$ cat src/rtl/ccl_pkg.sv
package ccl_pkg;

    // Widths of the analog voltage codes (millivolts) and of the bus.
    localparam int MV_W   = 12;
    localparam int ADDR_W = 5;

    // Register byte addresses on the bus.
    localparam logic [ADDR_W-1:0] A_CTRL_B  = 5'h00;
    localparam logic [ADDR_W-1:0] A_CSR     = 5'h04;
    localparam logic [ADDR_W-1:0] A_DIDR    = 5'h08;
    localparam logic [ADDR_W-1:0] A_CONV    = 5'h0C;
    localparam logic [ADDR_W-1:0] A_ISTAT   = 5'h10;
    localparam logic [ADDR_W-1:0] A_IMASK   = 5'h14;

    // Field positions of comparator_control_status.
    localparam int CSR_POWER_OFF = 7;
    localparam int CSR_INT_REF   = 6;
    localparam int CSR_RESULT    = 5;
    localparam int CSR_FLAG      = 4;
    localparam int CSR_IRQ_EN    = 3;
    localparam int CSR_CAPTURE   = 2;
    localparam int CSR_EVSEL_HI  = 1;

    // Field positions of converter_control_b.
    localparam int CTB_MUX_EN   = 6;
    localparam int CTB_DIV_HI   = 5;
    localparam int CTB_TRIG_HI  = 2;

    // Field positions of digital_input_disable_0.
    localparam int DID_POS_OFF = 7;
    localparam int DID_NEG_OFF = 6;

    // Field positions of the converter settings register.
    localparam int CNV_ENABLE = 7;
    localparam int CNV_REF_HI = 6;
    localparam int CNV_CH_HI  = 4;

    // Interrupt status and mask bit.
    localparam int IRQ_EVENT = 0;

    // Reset values.
    localparam logic [7:0] RST_BYTE = 8'h00;

    // Event select codes.
    localparam logic [1:0] EV_TOGGLE  = 2'h0;
    localparam logic [1:0] EV_FALLING = 2'h2;
    localparam logic [1:0] EV_RISING  = 2'h3;

    // Converter reference field codes that select an internal reference.
    localparam logic [1:0] REF_SEL_1V1  = 2'h1;
    localparam logic [1:0] REF_SEL_2V56 = 2'h3;

    // Reference voltages in millivolts.
    localparam logic [MV_W-1:0] MV_1V1  = 12'h44C;
    localparam logic [MV_W-1:0] MV_2V56 = 12'hA00;

    // Highest legal multiplexer channel code.
    localparam logic [4:0] CH_MAX = 5'h0A;
    localparam int         N_CH   = 11;

    // Analog voltages seen at the comparator pins.
    typedef struct packed {
        logic [MV_W-1:0] pos_pin_mv;
        logic [MV_W-1:0] neg_pin_mv;
    } ccl_pins_t;

    // Avalon-MM request from the master.
    typedef struct packed {
        logic              read;
        logic              write;
        logic [ADDR_W-1:0] address;
        logic [31:0]       writedata;
        logic [3:0]        byteenable;
    } ccl_avs_req_t;

    // Avalon-MM answer to the master.
    typedef struct packed {
        logic [31:0] readdata;
        logic        waitrequest;
    } ccl_avs_rsp_t;

endpackage

$ cat src/rtl/ccl_comparator_ctrl.sv
module ccl_comparator_ctrl
    import ccl_pkg::*;
#(
    parameter int SYNC_STAGES = 2
)
(
    input  wire logic                               clk,
    input  wire logic                               nrst,
    input  wire ccl_pkg::ccl_avs_req_t              avs_req,
    output ccl_pkg::ccl_avs_rsp_t                   avs_rsp,
    input  wire ccl_pkg::ccl_pins_t                 pins,
    input  wire logic [ccl_pkg::N_CH-1:0][ccl_pkg::MV_W-1:0] channel_mv,
    input  wire logic [1:0]                         pin_digital_in,
    input  wire logic                               global_irq_enable,
    input  wire logic                               irq_taken,
    output logic                                    irq,
    output logic                                    capture_trigger,
    output logic                                    comparator_power_off,
    output logic [1:0]                              pin_input_off,
    output logic [1:0]                              port_input
);
    import ccl_pkg::*;

    ////////////////////////////////////////////////////////////////////////
    // Register state.
    logic [7:0]              ctrl_b_q;
    logic                    power_off_q;
    logic                    int_ref_q;
    logic                    flag_q;
    logic                    flag_d;
    logic                    irq_en_q;
    logic                    capture_en_q;
    logic [1:0]              ev_sel_q;
    logic [7:0]              didr_q;
    logic [7:0]              conv_q;
    logic                    wait_q;
    logic [31:0]             rdata_q;
    logic [SYNC_STAGES-1:0]  res_sync_q;
    logic                    res_prev_q;
    logic [1:0]              din_meta_q;
    logic [1:0]              din_sync_q;
    logic                    irq_q;
    logic                    capture_q;
    logic [1:0]              port_in_q;
    logic [MV_W-1:0]         pos_mv;
    logic [MV_W-1:0]         neg_mv;
    logic [4:0]              ch_code;
    logic                    raw_cmp;
    logic                    result;
    logic                    event_hit;
    logic                    bus_req;
    logic                    bus_take;
    logic                    wr_low;
    logic                    flag_clr;

    // Negative input voltage for a given setting: the 1.1 V reference for code 1, the 2.56 V reference shifted right by div for code 3, the pin voltage otherwise.
    function automatic logic [MV_W-1:0] ref_mv(input logic [1:0] refs, input logic [1:0] div,
                                               input logic [MV_W-1:0] pin_mv);
        logic [MV_W-1:0] v;
        v = pin_mv;
        if (refs == REF_SEL_1V1)
        begin
            v = MV_1V1;
        end
        else if (refs == REF_SEL_2V56)
        begin
            v = MV_2V56 >> div;
        end
        return v;
    endfunction

    // Whether a pair of successive result samples is the selected event.
    function automatic logic ev_match(input logic [1:0] sel, input logic now, input logic prev);
        logic hit;
        hit = 1'b0;
        unique case (sel)
            EV_TOGGLE:  hit = now ^ prev;
            EV_FALLING: hit = prev & ~now;
            EV_RISING:  hit = now & ~prev;
            default:    hit = 1'b0;
        endcase
        return hit;
    endfunction

    ////////////////////////////////////////////////////////////////////////
    // Multiplexer channel code; the low four bits index the channel table.
    assign ch_code = conv_q[CNV_CH_HI -: 5];

    // Analog input selection and the comparator decision itself.
    always_comb
    begin
        pos_mv = pins.pos_pin_mv;
        if (ctrl_b_q[CTB_MUX_EN] && !conv_q[CNV_ENABLE])
        begin
            pos_mv = '0;
            if (ch_code <= CH_MAX)
            begin
                pos_mv = channel_mv[ch_code[3:0]];
            end
        end
        neg_mv = pins.neg_pin_mv;
        if (int_ref_q)
        begin
            neg_mv = ref_mv(conv_q[CNV_REF_HI -: 2], ctrl_b_q[CTB_DIV_HI -: 2], pins.neg_pin_mv);
        end
        raw_cmp = !power_off_q && (pos_mv > neg_mv);
    end

    // Two-stage synchroniser of the raw decision; only the last stage is read.
    always_ff @(posedge clk or negedge nrst)
    begin
        if (!nrst)
        begin
            res_sync_q <= '0;
            res_prev_q <= 1'b0;
        end
        else
        begin
            res_sync_q <= {res_sync_q[SYNC_STAGES-2:0], raw_cmp};
            res_prev_q <= res_sync_q[SYNC_STAGES-1];
        end
    end

    assign result    = res_sync_q[SYNC_STAGES-1];
    assign event_hit = ev_match(ev_sel_q, result, res_prev_q);

    ////////////////////////////////////////////////////////////////////////
    // Bus handshake: one wait cycle, then the access completes.
    assign bus_req  = avs_req.read | avs_req.write;
    assign bus_take = bus_req & ~wait_q;
    assign wr_low   = bus_take & avs_req.write & avs_req.byteenable[0];

    always_ff @(posedge clk or negedge nrst)
    begin
        if (!nrst)
        begin
            wait_q <= 1'b1;
        end
        else
        begin
            wait_q <= ~(bus_req & wait_q);
        end
    end

    // Read data is captured while waitrequest drops and holds through the take.
    always_ff @(posedge clk or negedge nrst)
    begin
        if (!nrst)
        begin
            rdata_q <= '0;
        end
        else if (avs_req.read && wait_q)
        begin
            rdata_q <= '0;
            unique case (avs_req.address)
                A_CTRL_B: rdata_q[7:0] <= ctrl_b_q;
                A_CSR:    rdata_q[7:0] <= {power_off_q, int_ref_q, result, flag_q,
                                           irq_en_q, capture_en_q, ev_sel_q};
                A_DIDR:   rdata_q[7:0] <= didr_q;
                A_CONV:   rdata_q[7:0] <= conv_q;
                A_ISTAT:  rdata_q[IRQ_EVENT] <= flag_q;
                A_IMASK:  rdata_q[IRQ_EVENT] <= irq_en_q;
                default:  rdata_q <= '0;
            endcase
        end
    end

    ////////////////////////////////////////////////////////////////////////
    // Plain configuration registers.
    always_ff @(posedge clk or negedge nrst)
    begin
        if (!nrst)
        begin
            ctrl_b_q <= RST_BYTE;
            didr_q   <= RST_BYTE;
            conv_q   <= RST_BYTE;
        end
        else if (wr_low)
        begin
            if (avs_req.address == A_CTRL_B)
            begin
                ctrl_b_q <= {1'b0, avs_req.writedata[CTB_MUX_EN:CTB_DIV_HI-1], 1'b0,
                             avs_req.writedata[CTB_TRIG_HI:0]};
            end
            if (avs_req.address == A_DIDR)
            begin
                didr_q <= avs_req.writedata[7:0];
            end
            if (avs_req.address == A_CONV)
            begin
                conv_q <= avs_req.writedata[7:0];
            end
        end
    end

    // Comparator control bits; power-off may be written at any time.
    always_ff @(posedge clk or negedge nrst)
    begin
        if (!nrst)
        begin
            power_off_q  <= 1'b0;
            int_ref_q    <= 1'b0;
            capture_en_q <= 1'b0;
            ev_sel_q     <= EV_TOGGLE;
        end
        else if (wr_low && avs_req.address == A_CSR)
        begin
            power_off_q  <= avs_req.writedata[CSR_POWER_OFF];
            int_ref_q    <= avs_req.writedata[CSR_INT_REF];
            capture_en_q <= avs_req.writedata[CSR_CAPTURE];
            ev_sel_q     <= avs_req.writedata[CSR_EVSEL_HI -: 2];
        end
    end

    // Interrupt enable, reachable through the control register and the mask.
    always_ff @(posedge clk or negedge nrst)
    begin
        if (!nrst)
        begin
            irq_en_q <= 1'b0;
        end
        else if (wr_low && avs_req.address == A_CSR)
        begin
            irq_en_q <= avs_req.writedata[CSR_IRQ_EN];
        end
        else if (wr_low && avs_req.address == A_IMASK)
        begin
            irq_en_q <= avs_req.writedata[IRQ_EVENT];
        end
    end

    ////////////////////////////////////////////////////////////////////////
    // Sticky event flag; a new event in the clearing cycle keeps it set.
    always_comb
    begin
        flag_clr = irq_taken
                 | (wr_low && avs_req.address == A_CSR && avs_req.writedata[CSR_FLAG])
                 | (wr_low && avs_req.address == A_ISTAT && avs_req.writedata[IRQ_EVENT]);
        flag_d   = event_hit | (flag_q & ~flag_clr);
    end

    always_ff @(posedge clk or negedge nrst)
    begin
        if (!nrst)
        begin
            flag_q <= 1'b0;
        end
        else
        begin
            flag_q <= flag_d;
        end
    end

    // Interrupt request and timer capture route, both registered.
    always_ff @(posedge clk or negedge nrst)
    begin
        if (!nrst)
        begin
            irq_q     <= 1'b0;
            capture_q <= 1'b0;
        end
        else
        begin
            irq_q     <= flag_q & irq_en_q & global_irq_enable;
            capture_q <= capture_en_q & result;
        end
    end

    // Digital pin inputs: synchronised, then forced low while disabled.
    always_ff @(posedge clk or negedge nrst)
    begin
        if (!nrst)
        begin
            din_meta_q <= '0;
            din_sync_q <= '0;
            port_in_q  <= '0;
        end
        else
        begin
            din_meta_q <= pin_digital_in;
            din_sync_q <= din_meta_q;
            port_in_q  <= din_sync_q & ~{didr_q[DID_POS_OFF], didr_q[DID_NEG_OFF]};
        end
    end

    assign avs_rsp.readdata    = rdata_q;
    assign avs_rsp.waitrequest = wait_q;
    assign irq                 = irq_q;
    assign capture_trigger     = capture_q;
    assign comparator_power_off = power_off_q;
    assign pin_input_off       = {didr_q[DID_POS_OFF], didr_q[DID_NEG_OFF]};
    assign port_input          = port_in_q;
endmodule

$ cat config.mk
export PLATFORM = sky130hd
export DESIGN_NAME = ccl_comparator_ctrl
export DESIGN_NICKNAME = d
export VERILOG_FILES = /design/src/rtl/ccl_pkg.sv /design/src/rtl/ccl_comparator_ctrl.sv
export SDC_FILE = /design/constraint.sdc
export NUM_CORES = 1
export LEC_CHECK = 0
export CORE_AREA = 2 2 95 97
export DETAILED_ROUTE_END_ITERATION = 7
export DIE_AREA = 0 0 97 99
export DONT_BUFFER_PORTS = 1
export PLACE_DENSITY = 0.71
export SYNTH_ARGS = -nofsm -noshare
export SYNTH_HDL_FRONTEND = slang
export SYNTH_SLANG_ARGS = --single-unit
export TNS_END_PERCENT = 30
$ cat constraint.sdc
create_clock -name clk -period 4.8 [get_ports clk]
set_clock_uncertainty 0.2 [all_clocks]
set_input_delay 0.48 -clock clk [delete_from_list [all_inputs] [get_ports clk]]
set_output_delay 0.48 -clock clk [all_outputs]
set_load 0.02 [all_outputs]
## Word-level counts from Yosys, hierarchy flattened

Index checks and enable logic that the tools add are counted.

- Order comparisons: 3
- Equal/unequal tests: 9
- Shift-type cells: 1
- Multiplexer cells: 12
- Bitwise logic cells: 22
- Reductions and logical operators: 16

Operators by type and width:

| operator | count |
|---|---|
| two-way mux 12 bit | 6 |
| binary-select mux 12 bit (select 4 bit) | 1 |
| case mux 7 bit (4 select lines) | 1 |
| > comparator 12 bit | 1 |
| >> shifter 12 x 2 -> 12 bit (first input constant) | 1 |
| bitwise AND 1 bit | 10 |
| == test 5 x 4 -> 1 bit (second input constant) | 2 |
| == test 5 bit (second input constant) | 2 |
| logical AND 1 bit | 8 |
| == test 2 bit (second input constant) | 3 |
| case mux 1 bit (6 select lines) | 1 |
| AND reduction 2 bit | 3 |
| == test 5 x 3 -> 1 bit (second input constant) | 1 |
| <= comparator 5 x 4 -> 1 bit (second input constant) | 1 |
| logical NOT 5 bit | 1 |
| < comparator 4 x 5 -> 1 bit (second input constant) | 1 |
| NOT 1 bit | 5 |
| OR 1 bit | 4 |
| case mux 1 bit (3 select lines) | 1 |
| bitwise AND 2 bit | 1 |
| == test 2 x 1 -> 1 bit (second input constant) | 1 |
| logical NOT 1 bit | 2 |
| logical NOT 2 bit | 1 |
| two-way mux 1 bit | 2 |
| other kinds (3) | 3 |

- Bits in registers: 49
- Output and inout port bits: 40
- Word-level logic and storage cells: 81

## Logic depth before layout (Yosys ltp)

Gate-level depths: netlist (run 1).

- Depth after elaboration: 11
- Depth in mapped cells: 12
- Mapped depth without buffers: 9

## Least setup slack after synthesis (run 1)

No wires, ideal clock.

- Kind: register to register
- Start: reg conv_q[0]
- End: reg res_sync_q[0]
- Setup time: 0.135 ns
- Data arrival time: 2.468 ns
- Slack: 1.996 ns
- Cell stages (with the launch flop): 10
- Path buffers: 2
- Period minus slack after synthesis: 2.804 ns
- Path through: dfrtp_1 -> buf_2 -> buf_2 -> mux4_2 -> o211ai_1 -> ha_1 -> a21oi_1 -> o21ai_0 -> a2111oi_0 -> a21oi_1

- Longest elaborated chain between the ends: 6
- Elaborated cells on any way between the ends: 7

RTL lines:

| element | line | text |
|---|---|---|
| start, declared | ccl_comparator_ctrl.sv:35 | `logic [7:0] conv_q;` |
| start signal, assigned | ccl_comparator_ctrl.sv:191 | `conv_q <= avs_req.writedata[7:0];` |
| binary-select mux 12 bit (select 4 bit) | ccl_comparator_ctrl.sv:98 | `pos_mv = channel_mv[ch_code[3:0]];` |
| two-way mux 12 bit (implied by the code) | ccl_comparator_ctrl.sv:98 |  |
| two-way mux 12 bit (*) | ccl_comparator_ctrl.sv:96 | `if (ch_code <= CH_MAX)` |
| two-way mux 12 bit (*) | ccl_comparator_ctrl.sv:93 | `if (ctrl_b_q[CTB_MUX_EN] && !conv_q[CNV_ENABLE])` |
| > comparator 12 bit (*) | ccl_comparator_ctrl.sv:106 | `raw_cmp = !power_off_q && (pos_mv > neg_mv);` |
| logical AND 1 bit (*) | ccl_comparator_ctrl.sv:106 |  |
| via raw_cmp | ccl_comparator_ctrl.sv:48 | `logic raw_cmp;` |
| end signal, assigned | ccl_comparator_ctrl.sv:119 | `res_sync_q <= {res_sync_q[SYNC_STAGES-2:0], raw_cmp};` |
| end, declared | ccl_comparator_ctrl.sv:38 | `logic [SYNC_STAGES-1:0] res_sync_q;` |

Mark *: on every way through the listed nets, which the timed path passes. The rest lies on a longest branch. The select of a mux whose other input is x is not followed.
A chain may end at the register's enable or synchronous reset.

## Worst setup path in the final report (run 1)

- Start: reg conv_q[1]
- End: reg res_sync_q[0]

Same word-level chain as after synthesis.

==> summary.txt, run 1 <==
Floorplanning
  • Num rows: 34
  • # IOs: between 200 and 250
  • Core Area: approximately 8600 um^2
  • Die Width: between 90 and 100 um
  • DIE HEIGHT: just under 100 um
  • Starting Density: between 40% and 50%
  • Die area: 9603 um^2

Routing
  • Drt wl/cell: 22.76 um
  • Iter 0 DRT Violations: ~220
  • Routed WL: 11650 um
  • DR DRC count: 0
  • Via count: roughly 3300
  • Pre-Repair DR Iteration Count: 5
  • Vias/cell: ~6.4
  • Final ANT Viol Nets: 0

Final layout
  • # diodes: 0
  • Fin cells: slightly above 500
  • Synth-to-layout area growth: 1.022%
  • Final cell area excluding filler cells: roughly 4200 um^2
  • Most frequent cells in the layout: 62 x a21oi_1, 47 x dfrtp_1, 39 x nand2_1
  • Util after Layout: a little under 50%
  • Commonest non-fill, non-tap cell in the layout: a21oi_1
  • Fill cells: slightly below 800
  • FF+latch area: 1229 um^2
  • Multi-input logic area: 2649 um^2
  • Share of post-route cells with drive strength above 1: between 10% and 20%
  • Fin nets: roughly 620

STA
  • Min cycle time layout: between 3 and 4 ns
  • Final Hold Fails: 0
  • Crit share post-route: between 70% and 80%
  • Setup repair after global routing missed its margin: no
  • Setup TNS: 0 ns
  • Pins Over Slew Limit: 0
  • Worst hold slack: roughly 0.03 ns
  • Relative slew slack: between 20 and 30%
  • Measured slew at the worst slew-check pin: approximately 1.0 ns
  • Endpoints failing setup: 0
  • FMAX: around 270 MHz

Critical path
  • Kind of critical path: reg2reg
  • Crit path DAT: approximately 3.6 ns
  • Required time of the critical path: around 4.8 ns
  • CP max FO: 24
  • Setup crit start kind: register
  • Kind of end point of the critical path: register

Place
  • Routability cong.: between 0.8 and 0.9
  • Dpl hpwl: between 9000 and 10000 um
  • Placed cell count: 500
  • Number of I/O port buffers: 0
  • Placed cell area: 4061 um^2

Clocking
  • Root Buffer: clkbuf_8
  • Setup bufs post-CTS: 0
  • Clk buf depth: 2
  • Clock sinks: roughly 50
  • CTS tree: yes
  • H-Tree Depth: 2
  • Total CTS buffers: 5
  • Clk slew on worst S/H paths: around 0.090 ns
  • Post-CTS sizing: 0
  • Clk Latency, worst-skew pair: about 0.31 ns

Global routing
  • First-pass GRT wire length: ~18000 um
  • Vias in the first global route: ~3300
  • GRT overflow: 0
  • GRT Util Overall: a little under a quarter
  • Largest net degree at the start of global routing: 50
  • Initial antenna violation count: 0

Yosys
  • Yosys warns: 0
  • Post-synth EDFFs: 0
  • Syn_area_per_cell: a little under 10 um^2
  • Count of state elements after synthesis: 49
  • Cell count after synthesis: 420
  • Top-area cell type share of the netlist area: slightly below 30%
  • Distinct cells, synth: between 40 and 50
  • Top_reg_cell synth: dfrtp_1
  • Largest cells by area after synthesis: dfrtp_1 29%, mux4_2 9.2%, mux2i_1 9.1%
  • Register area share after synthesis: 29.48%
  • Synth area leader: dfrtp_1
  • Asr flop ratio synth: 100.0%
  • Cell Area, Synth: approximately 4200 um^2

Hold path
  • Hold Crit Class: in2reg

Power and ir drop
  • PD cells: ~240 nW/um^2
  • P_leak: 1.733 nW
  • P_sw: between 0.0003 and 0.0004 W
  • Peak VDD IR: around 0.11 mV
  • Pint: 0.0006751 W
  • Switching share of power: ~32%
  • Clock share of power: 24.0%
  • Seq pwr share: between 40% and 50%
  • Combinational fraction of design power: a little over a quarter

Flow run
  • Max Cap Viol: 0

Outcome
  • Status: complete, no violations
what timing repair did:
item / CTS / global route
hold buffers: 4 / 0
endpoints found under the setup margin: 0 / 0
endpoints found under the hold margin: 51 / 0
path summary, 6_finish.rpt:
path	cells past startpoint	end	start	slack, ns
worst max register to register	9	res_sync_q[0]	conv_q[1]	1.14
worst min-delay path	1	wait_q	avs_req[42]	0.03
min in group asynchronous	2	capture_en_q	nrst	0.49
worst max-delay path	9	res_sync_q[0]	conv_q[1]	1.14
max in group asynchronous	2	wait_q	nrst	3.65
worst min register to register	0	res_sync_q[1]	res_sync_q[0]	0.15
synthesized netlist by cell type (2+ instances only):
master,n
nand4_1,4
clkbuf_1,10
o21ai_0,8
nor2_1,6
and3_1,2
a22o_1,9
mux4_2,17
nand3_1,2
or2_2,12
a221o_1,11
nand2_1,39
buf_6,2
ha_1,14
or3_1,3
a22oi_1,2
dfrtp_1,48
buf_2,10
nor2b_1,5
inv_1,6
mux2i_1,38
mux2_2,22
mux2_4,6
buf_4,32
and2_1,3
o211ai_1,14
a21oi_1,62
a21o_1,16
stage by stage:
step           total power [W]  setup slack (ns)
4_1_cts               0.001000             1.245
2_1_floorplan        0.0007271             1.996
3_3_place_gp         0.0007410             1.218
5_1_grt               0.001053            0.8644
3_5_place_dp         0.0007516             1.274
6_report             0.0009972             1.142
power groups by stage:
stage | sequential, W | combinational [W] | clock [W]
global route | 0.000492 | 0.000301 | 0.000260
finish | 0.000487 | 0.000271 | 0.000239
floorplan | 0.000473 | 0.000254 | 0
global placement | 0.000493 | 0.000248 | 0
detailed placement | 0.000495 | 0.000257 | 0
CTS | 0.000487 | 0.000270 | 0.000243
area by class of cell:
cell class / instances / area share, %
multi-input cells: 333 / 62.97
clock buffers: 6 / 1.725
clock inverters: 2 / 0.3569
flip-flops and latches: 49 / 29.21
well taps: 108 / 3.212
repair buffers: 7 / 1.904
inverters: 7 / 0.6246
metal layers:
metal / vias to the layer above / track usage, % / wire (um)
met1: 1576 / 32.64 / 5000
met2: 183 / 39.21 / 5538
li1: 1495 / - / -
met5: - / 0 / 0
met3: 18 / 4.752 / 867
met4: 0 / 5.417 / 248
critical path, stage by stage, from the launching register on:
cell	delay (ns)
dfrtp_1	0.60
buf_4	0.30
nor2b_2	0.82
a221o_1	0.31
o211ai_1	0.12
ha_1	0.32
a21oi_1	0.21
o21ai_0	0.10
a2111oi_0	0.43
a21oi_1	0.12
registers in the layout, summed over array words and instances, names as in the netlist, 2 cells and up:
| name | flops |
|---|---|
| din_sync_q | 2 |
| didr_q | 8 |
| res_sync_q | 2 |
| conv_q | 8 |
| rdata_q | 8 |
| din_meta_q | 2 |
| ctrl_b_q | 6 |
| port_input | 2 |
| ev_sel_q | 2 |
cell families (layout without fill, tap and decap cells):
logic type,after synthesis,count (layout),synth area share (%)
and+or+nand+nor,84,84,10.64
DFF,49,49,29.48
AOI/OAI and AO/OA,128,128,20.10
muxes,83,83,26.44
other,1,24,0.09006
adders and majority gates,14,14,4.207
buffers and inverters,61,22,9.044
Note: power is estimated with default switching activity, not from simulation.
==> inputs of run 2 (changes only) <==
Settings changed: ABC_AREA set to 1, CORE_AREA 2 2 95 97 to unset, CORE_ASPECT_RATIO set to 0.6, CORE_UTILIZATION set to 59, DIE_AREA 0 0 97 99 to unset, PLACE_DENSITY 0.71 to 0.85.
Clock period 4.8 ns to 3.25 ns, I/O delays scaled along.
==> run 2 against run 1 <==
Utilization rose by 16 points. Via count rose by 35%. Die area fell by 19%. Register-to-register slack got worse by 0.86 ns. Sequential share of layout area fell by 2.2 points. Combinational power rose by 69%. Critical endpoint unchanged. Highest routed layer unchanged.
==> summary.txt, run 2 <==
Outcome
  • Status: complete, no violations

Global routing
  • First-pass GRT wire length: 19260 um
  • Initial antenna violation count: 0
  • GRT overflow: 0
  • GRT Util Overall: 32.58%
  • Vias in the first global route: around 4000
  • Largest net degree at the start of global routing: 50

Yosys
  • Top_reg_cell synth: dfrtp_1
  • Cell Area, Synth: around 4400 um^2
  • Synth area leader: dfrtp_1
  • Cell with the most instances after synthesis: nand2_1
  • Asr flop ratio synth: 100.0%
  • Count of state elements after synthesis: a little under 50
  • Register area share after synthesis: between 20% and 30%
  • Top-area cell type share of the netlist area: 27.32%
  • Syn_area_per_cell: a little over 6 um^2
  • Cell count after synthesis: a little over 700
  • Commonest cells post-synth: 262 x nand2_1, 110 x inv_1, 65 x nand3_1
  • Yosys warns: 0
  • Largest cells by area after synthesis: dfrtp_1 27%, nand2_1 22%, inv_1 9.4%
  • Post-synth EDFFs: 0
  • Distinct cells, synth: 36

Clocking
  • Clk slew on worst S/H paths: about 0.070 ns
  • Root Buffer: clkbuf_16
  • Clk buf depth: 2
  • H-Tree Depth: 2
  • Clock sinks: slightly below 50
  • CTS tree: yes
  • Clk Latency, worst-skew pair: just under 0.3 ns
  • Total CTS buffers: 5

STA
  • Relative slew slack: about half
  • Final Hold Fails: 0
  • FMAX: between 300 and 400 MHz
  • Measured slew at the worst slew-check pin: around 0.77 ns
  • Crit share post-route: approximately nine tenths
  • Setup repair after global routing missed its margin: no
  • Min cycle time layout: about 3 ns
  • Endpoints failing setup: 0
  • Pins Over Slew Limit: 0
  • Setup TNS: 0 ns

Floorplanning
  • # IOs: 245
  • Starting Density: 63.40%
  • DIE HEIGHT: 68.87 um
  • Die Width: 113.4 um
  • Die area: a little under 8000 um^2
  • Num rows: 23
  • Core Area: ~6900 um^2

Critical path
  • Crit path from: conv_q[1]
  • Worst reg2reg path depth: 15
  • CP max stage delay: between 0.5 and 0.6 ns
  • Critical path's most frequent cell: nand2_1
  • Required time of the critical path: 3.22 ns
  • Crit path DAT: approximately 3 ns
  • CP max-delay cell: dfrtp_2
  • Kind of critical path: reg2reg
  • Setup crit start kind: register
  • Launching point of the worst reg2reg path: conv_q[1]
  • Critical path, cell by cell: nand2_1, buf_4, inv_1, nand2_1, nand4_1, nand3_1, nand2_1, nand2_1, nand2_1, ha_1, nand2_1, nor2_1, nand4_1, o21bai_1, nor2_1
  • Kind of end point of the critical path: register
  • CP max FO: 14

Place
  • Placed cell area: between 4000 and 5000 um^2
  • Placed cell count: between 700 and 800
  • Number of I/O port buffers: 0
  • Routability cong.: just over 0.9
  • Dpl hpwl: between 10000 and 15000 um

Power and ir drop
  • Peak VDD IR: between 0.2 and 0.25 mV
  • P_leak: between 2 and 3 nW
  • PD cells: slightly below 400 nW/um^2

Final layout
  • # diodes: 0
  • Largest regs: conv_q x8, didr_q x8, rdata_q x8
  • Commonest non-fill, non-tap cell in the layout: nand2_1
  • Final cell area excluding filler cells: 4547 um^2
  • Most frequent cells in the layout: 262 x nand2_1, 110 x inv_1, 65 x nand3_1
  • Fin nets: roughly 900
  • Util after Layout: 65.56%
  • Share of post-route cells with drive strength above 1: 6.125%
  • Fin cells: 802
  • Synth-to-layout area growth: 3.415%
  • Fill cells: 645

Routing
  • Drt wl/cell: between 15 and 20 um
  • Met3 wire length: ~1400 um
  • Routed WL: 12590 um
  • Pre-Repair DR Iteration Count: 5
  • Final ANT Viol Nets: 0
  • Iter 0 DRT Violations: between 400 and 500
  • DR DRC count: 0
  • Met2 wire length: roughly 5600 um
  • Via count: ~4400
  • Vias/cell: 5.493
  • M1 wire length: between 5000 and 6000 um
  • Highest Signal Layer: met4

Hold path
  • Hold depth: 2
  • Hold Crit Class: in2reg
  • Worst Hold Launch: avs_req[11]

Flow run
  • Max Cap Viol: 0
run 2: stage by stage:
step	power [W]	worst slack (ns)	hold slack [ns]
6_report	0.001807	0.2861	0.01400
3_3_place_gp	0.001153	0.3073	-0.1698
5_1_grt	0.001899	0.05970	0.01973
3_5_place_dp	0.001173	0.2255	-0.1698
2_1_floorplan	0.001104	0.9867	-0.1706
4_1_cts	0.001801	0.2034	0.01739
run 2: routing by layer:
layer	global-route usage, %	vias up
met5	0	-
met4	7.072	0
met3	8.304	20
met2	54.45	259
met1	43.26	1979
li1	-	2147
run 2: where the power goes:
group / switching [W] / internal [W]
clock: 0.000230 / 0.000384
sequential: 0.0000707 / 0.000665
combinational: 0.000302 / 0.000156
run 2: final timing paths:
kind | end | slack, ns
max in group asynchronous | wait_q | 2.24
hold / removal | conv_q[7] | 0.01
hold reg to reg | din_sync_q[0] | 0.15
setup reg to reg | res_sync_q[0] | 0.29
setup / recovery | res_sync_q[0] | 0.29
min in group asynchronous | rdata_q[5] | 0.35
run 2: kinds of logic (layout without fill, tap and decap cells):
group | after synthesis | count (layout) | synth area share, %
adder cells (fa/ha/maj) | 14 | 14 | 3.984
flip-flops | 49 | 49 | 27.92
other | 1 | 24 | 0.08529
AND/OR/NAND/NOR | 401 | 401 | 39.24
buffers and inverters | 171 | 137 | 18.64
AO/OA/AOI/OAI | 77 | 77 | 10.13
run 2: layout make-up:
class	instances	area [um^2]	share of cell area (%)
Tap cell	100	125.1	2.752
Clock inverter	2	37.54	0.8255
Timing Repair Buffer	15	147.6	3.247
Clock buffer	6	138.9	3.054
Multi-Input combinational cell	516	2441	53.69
Inverter	114	427.9	9.411
Sequential cell	49	1229	27.02
run 2: repair_timing:
item | CTS | global route
endpoints found under the hold margin | 53 | 0
gates resized for setup | 0 | 2
hold buffers | 7 | 0
setup buffers | 0 | 0
setup endpoints to repair | 0 | 1
run 2: worst max-delay path, delay by kind of cell, from the launching register on:
family / cells / cell delay [ns]
compound gates: 1 / 0.21
fa+ha+maj: 1 / 0.29
buf+inv: 2 / 0.35
flops: 1 / 0.53
simple gates: 11 / 1.26
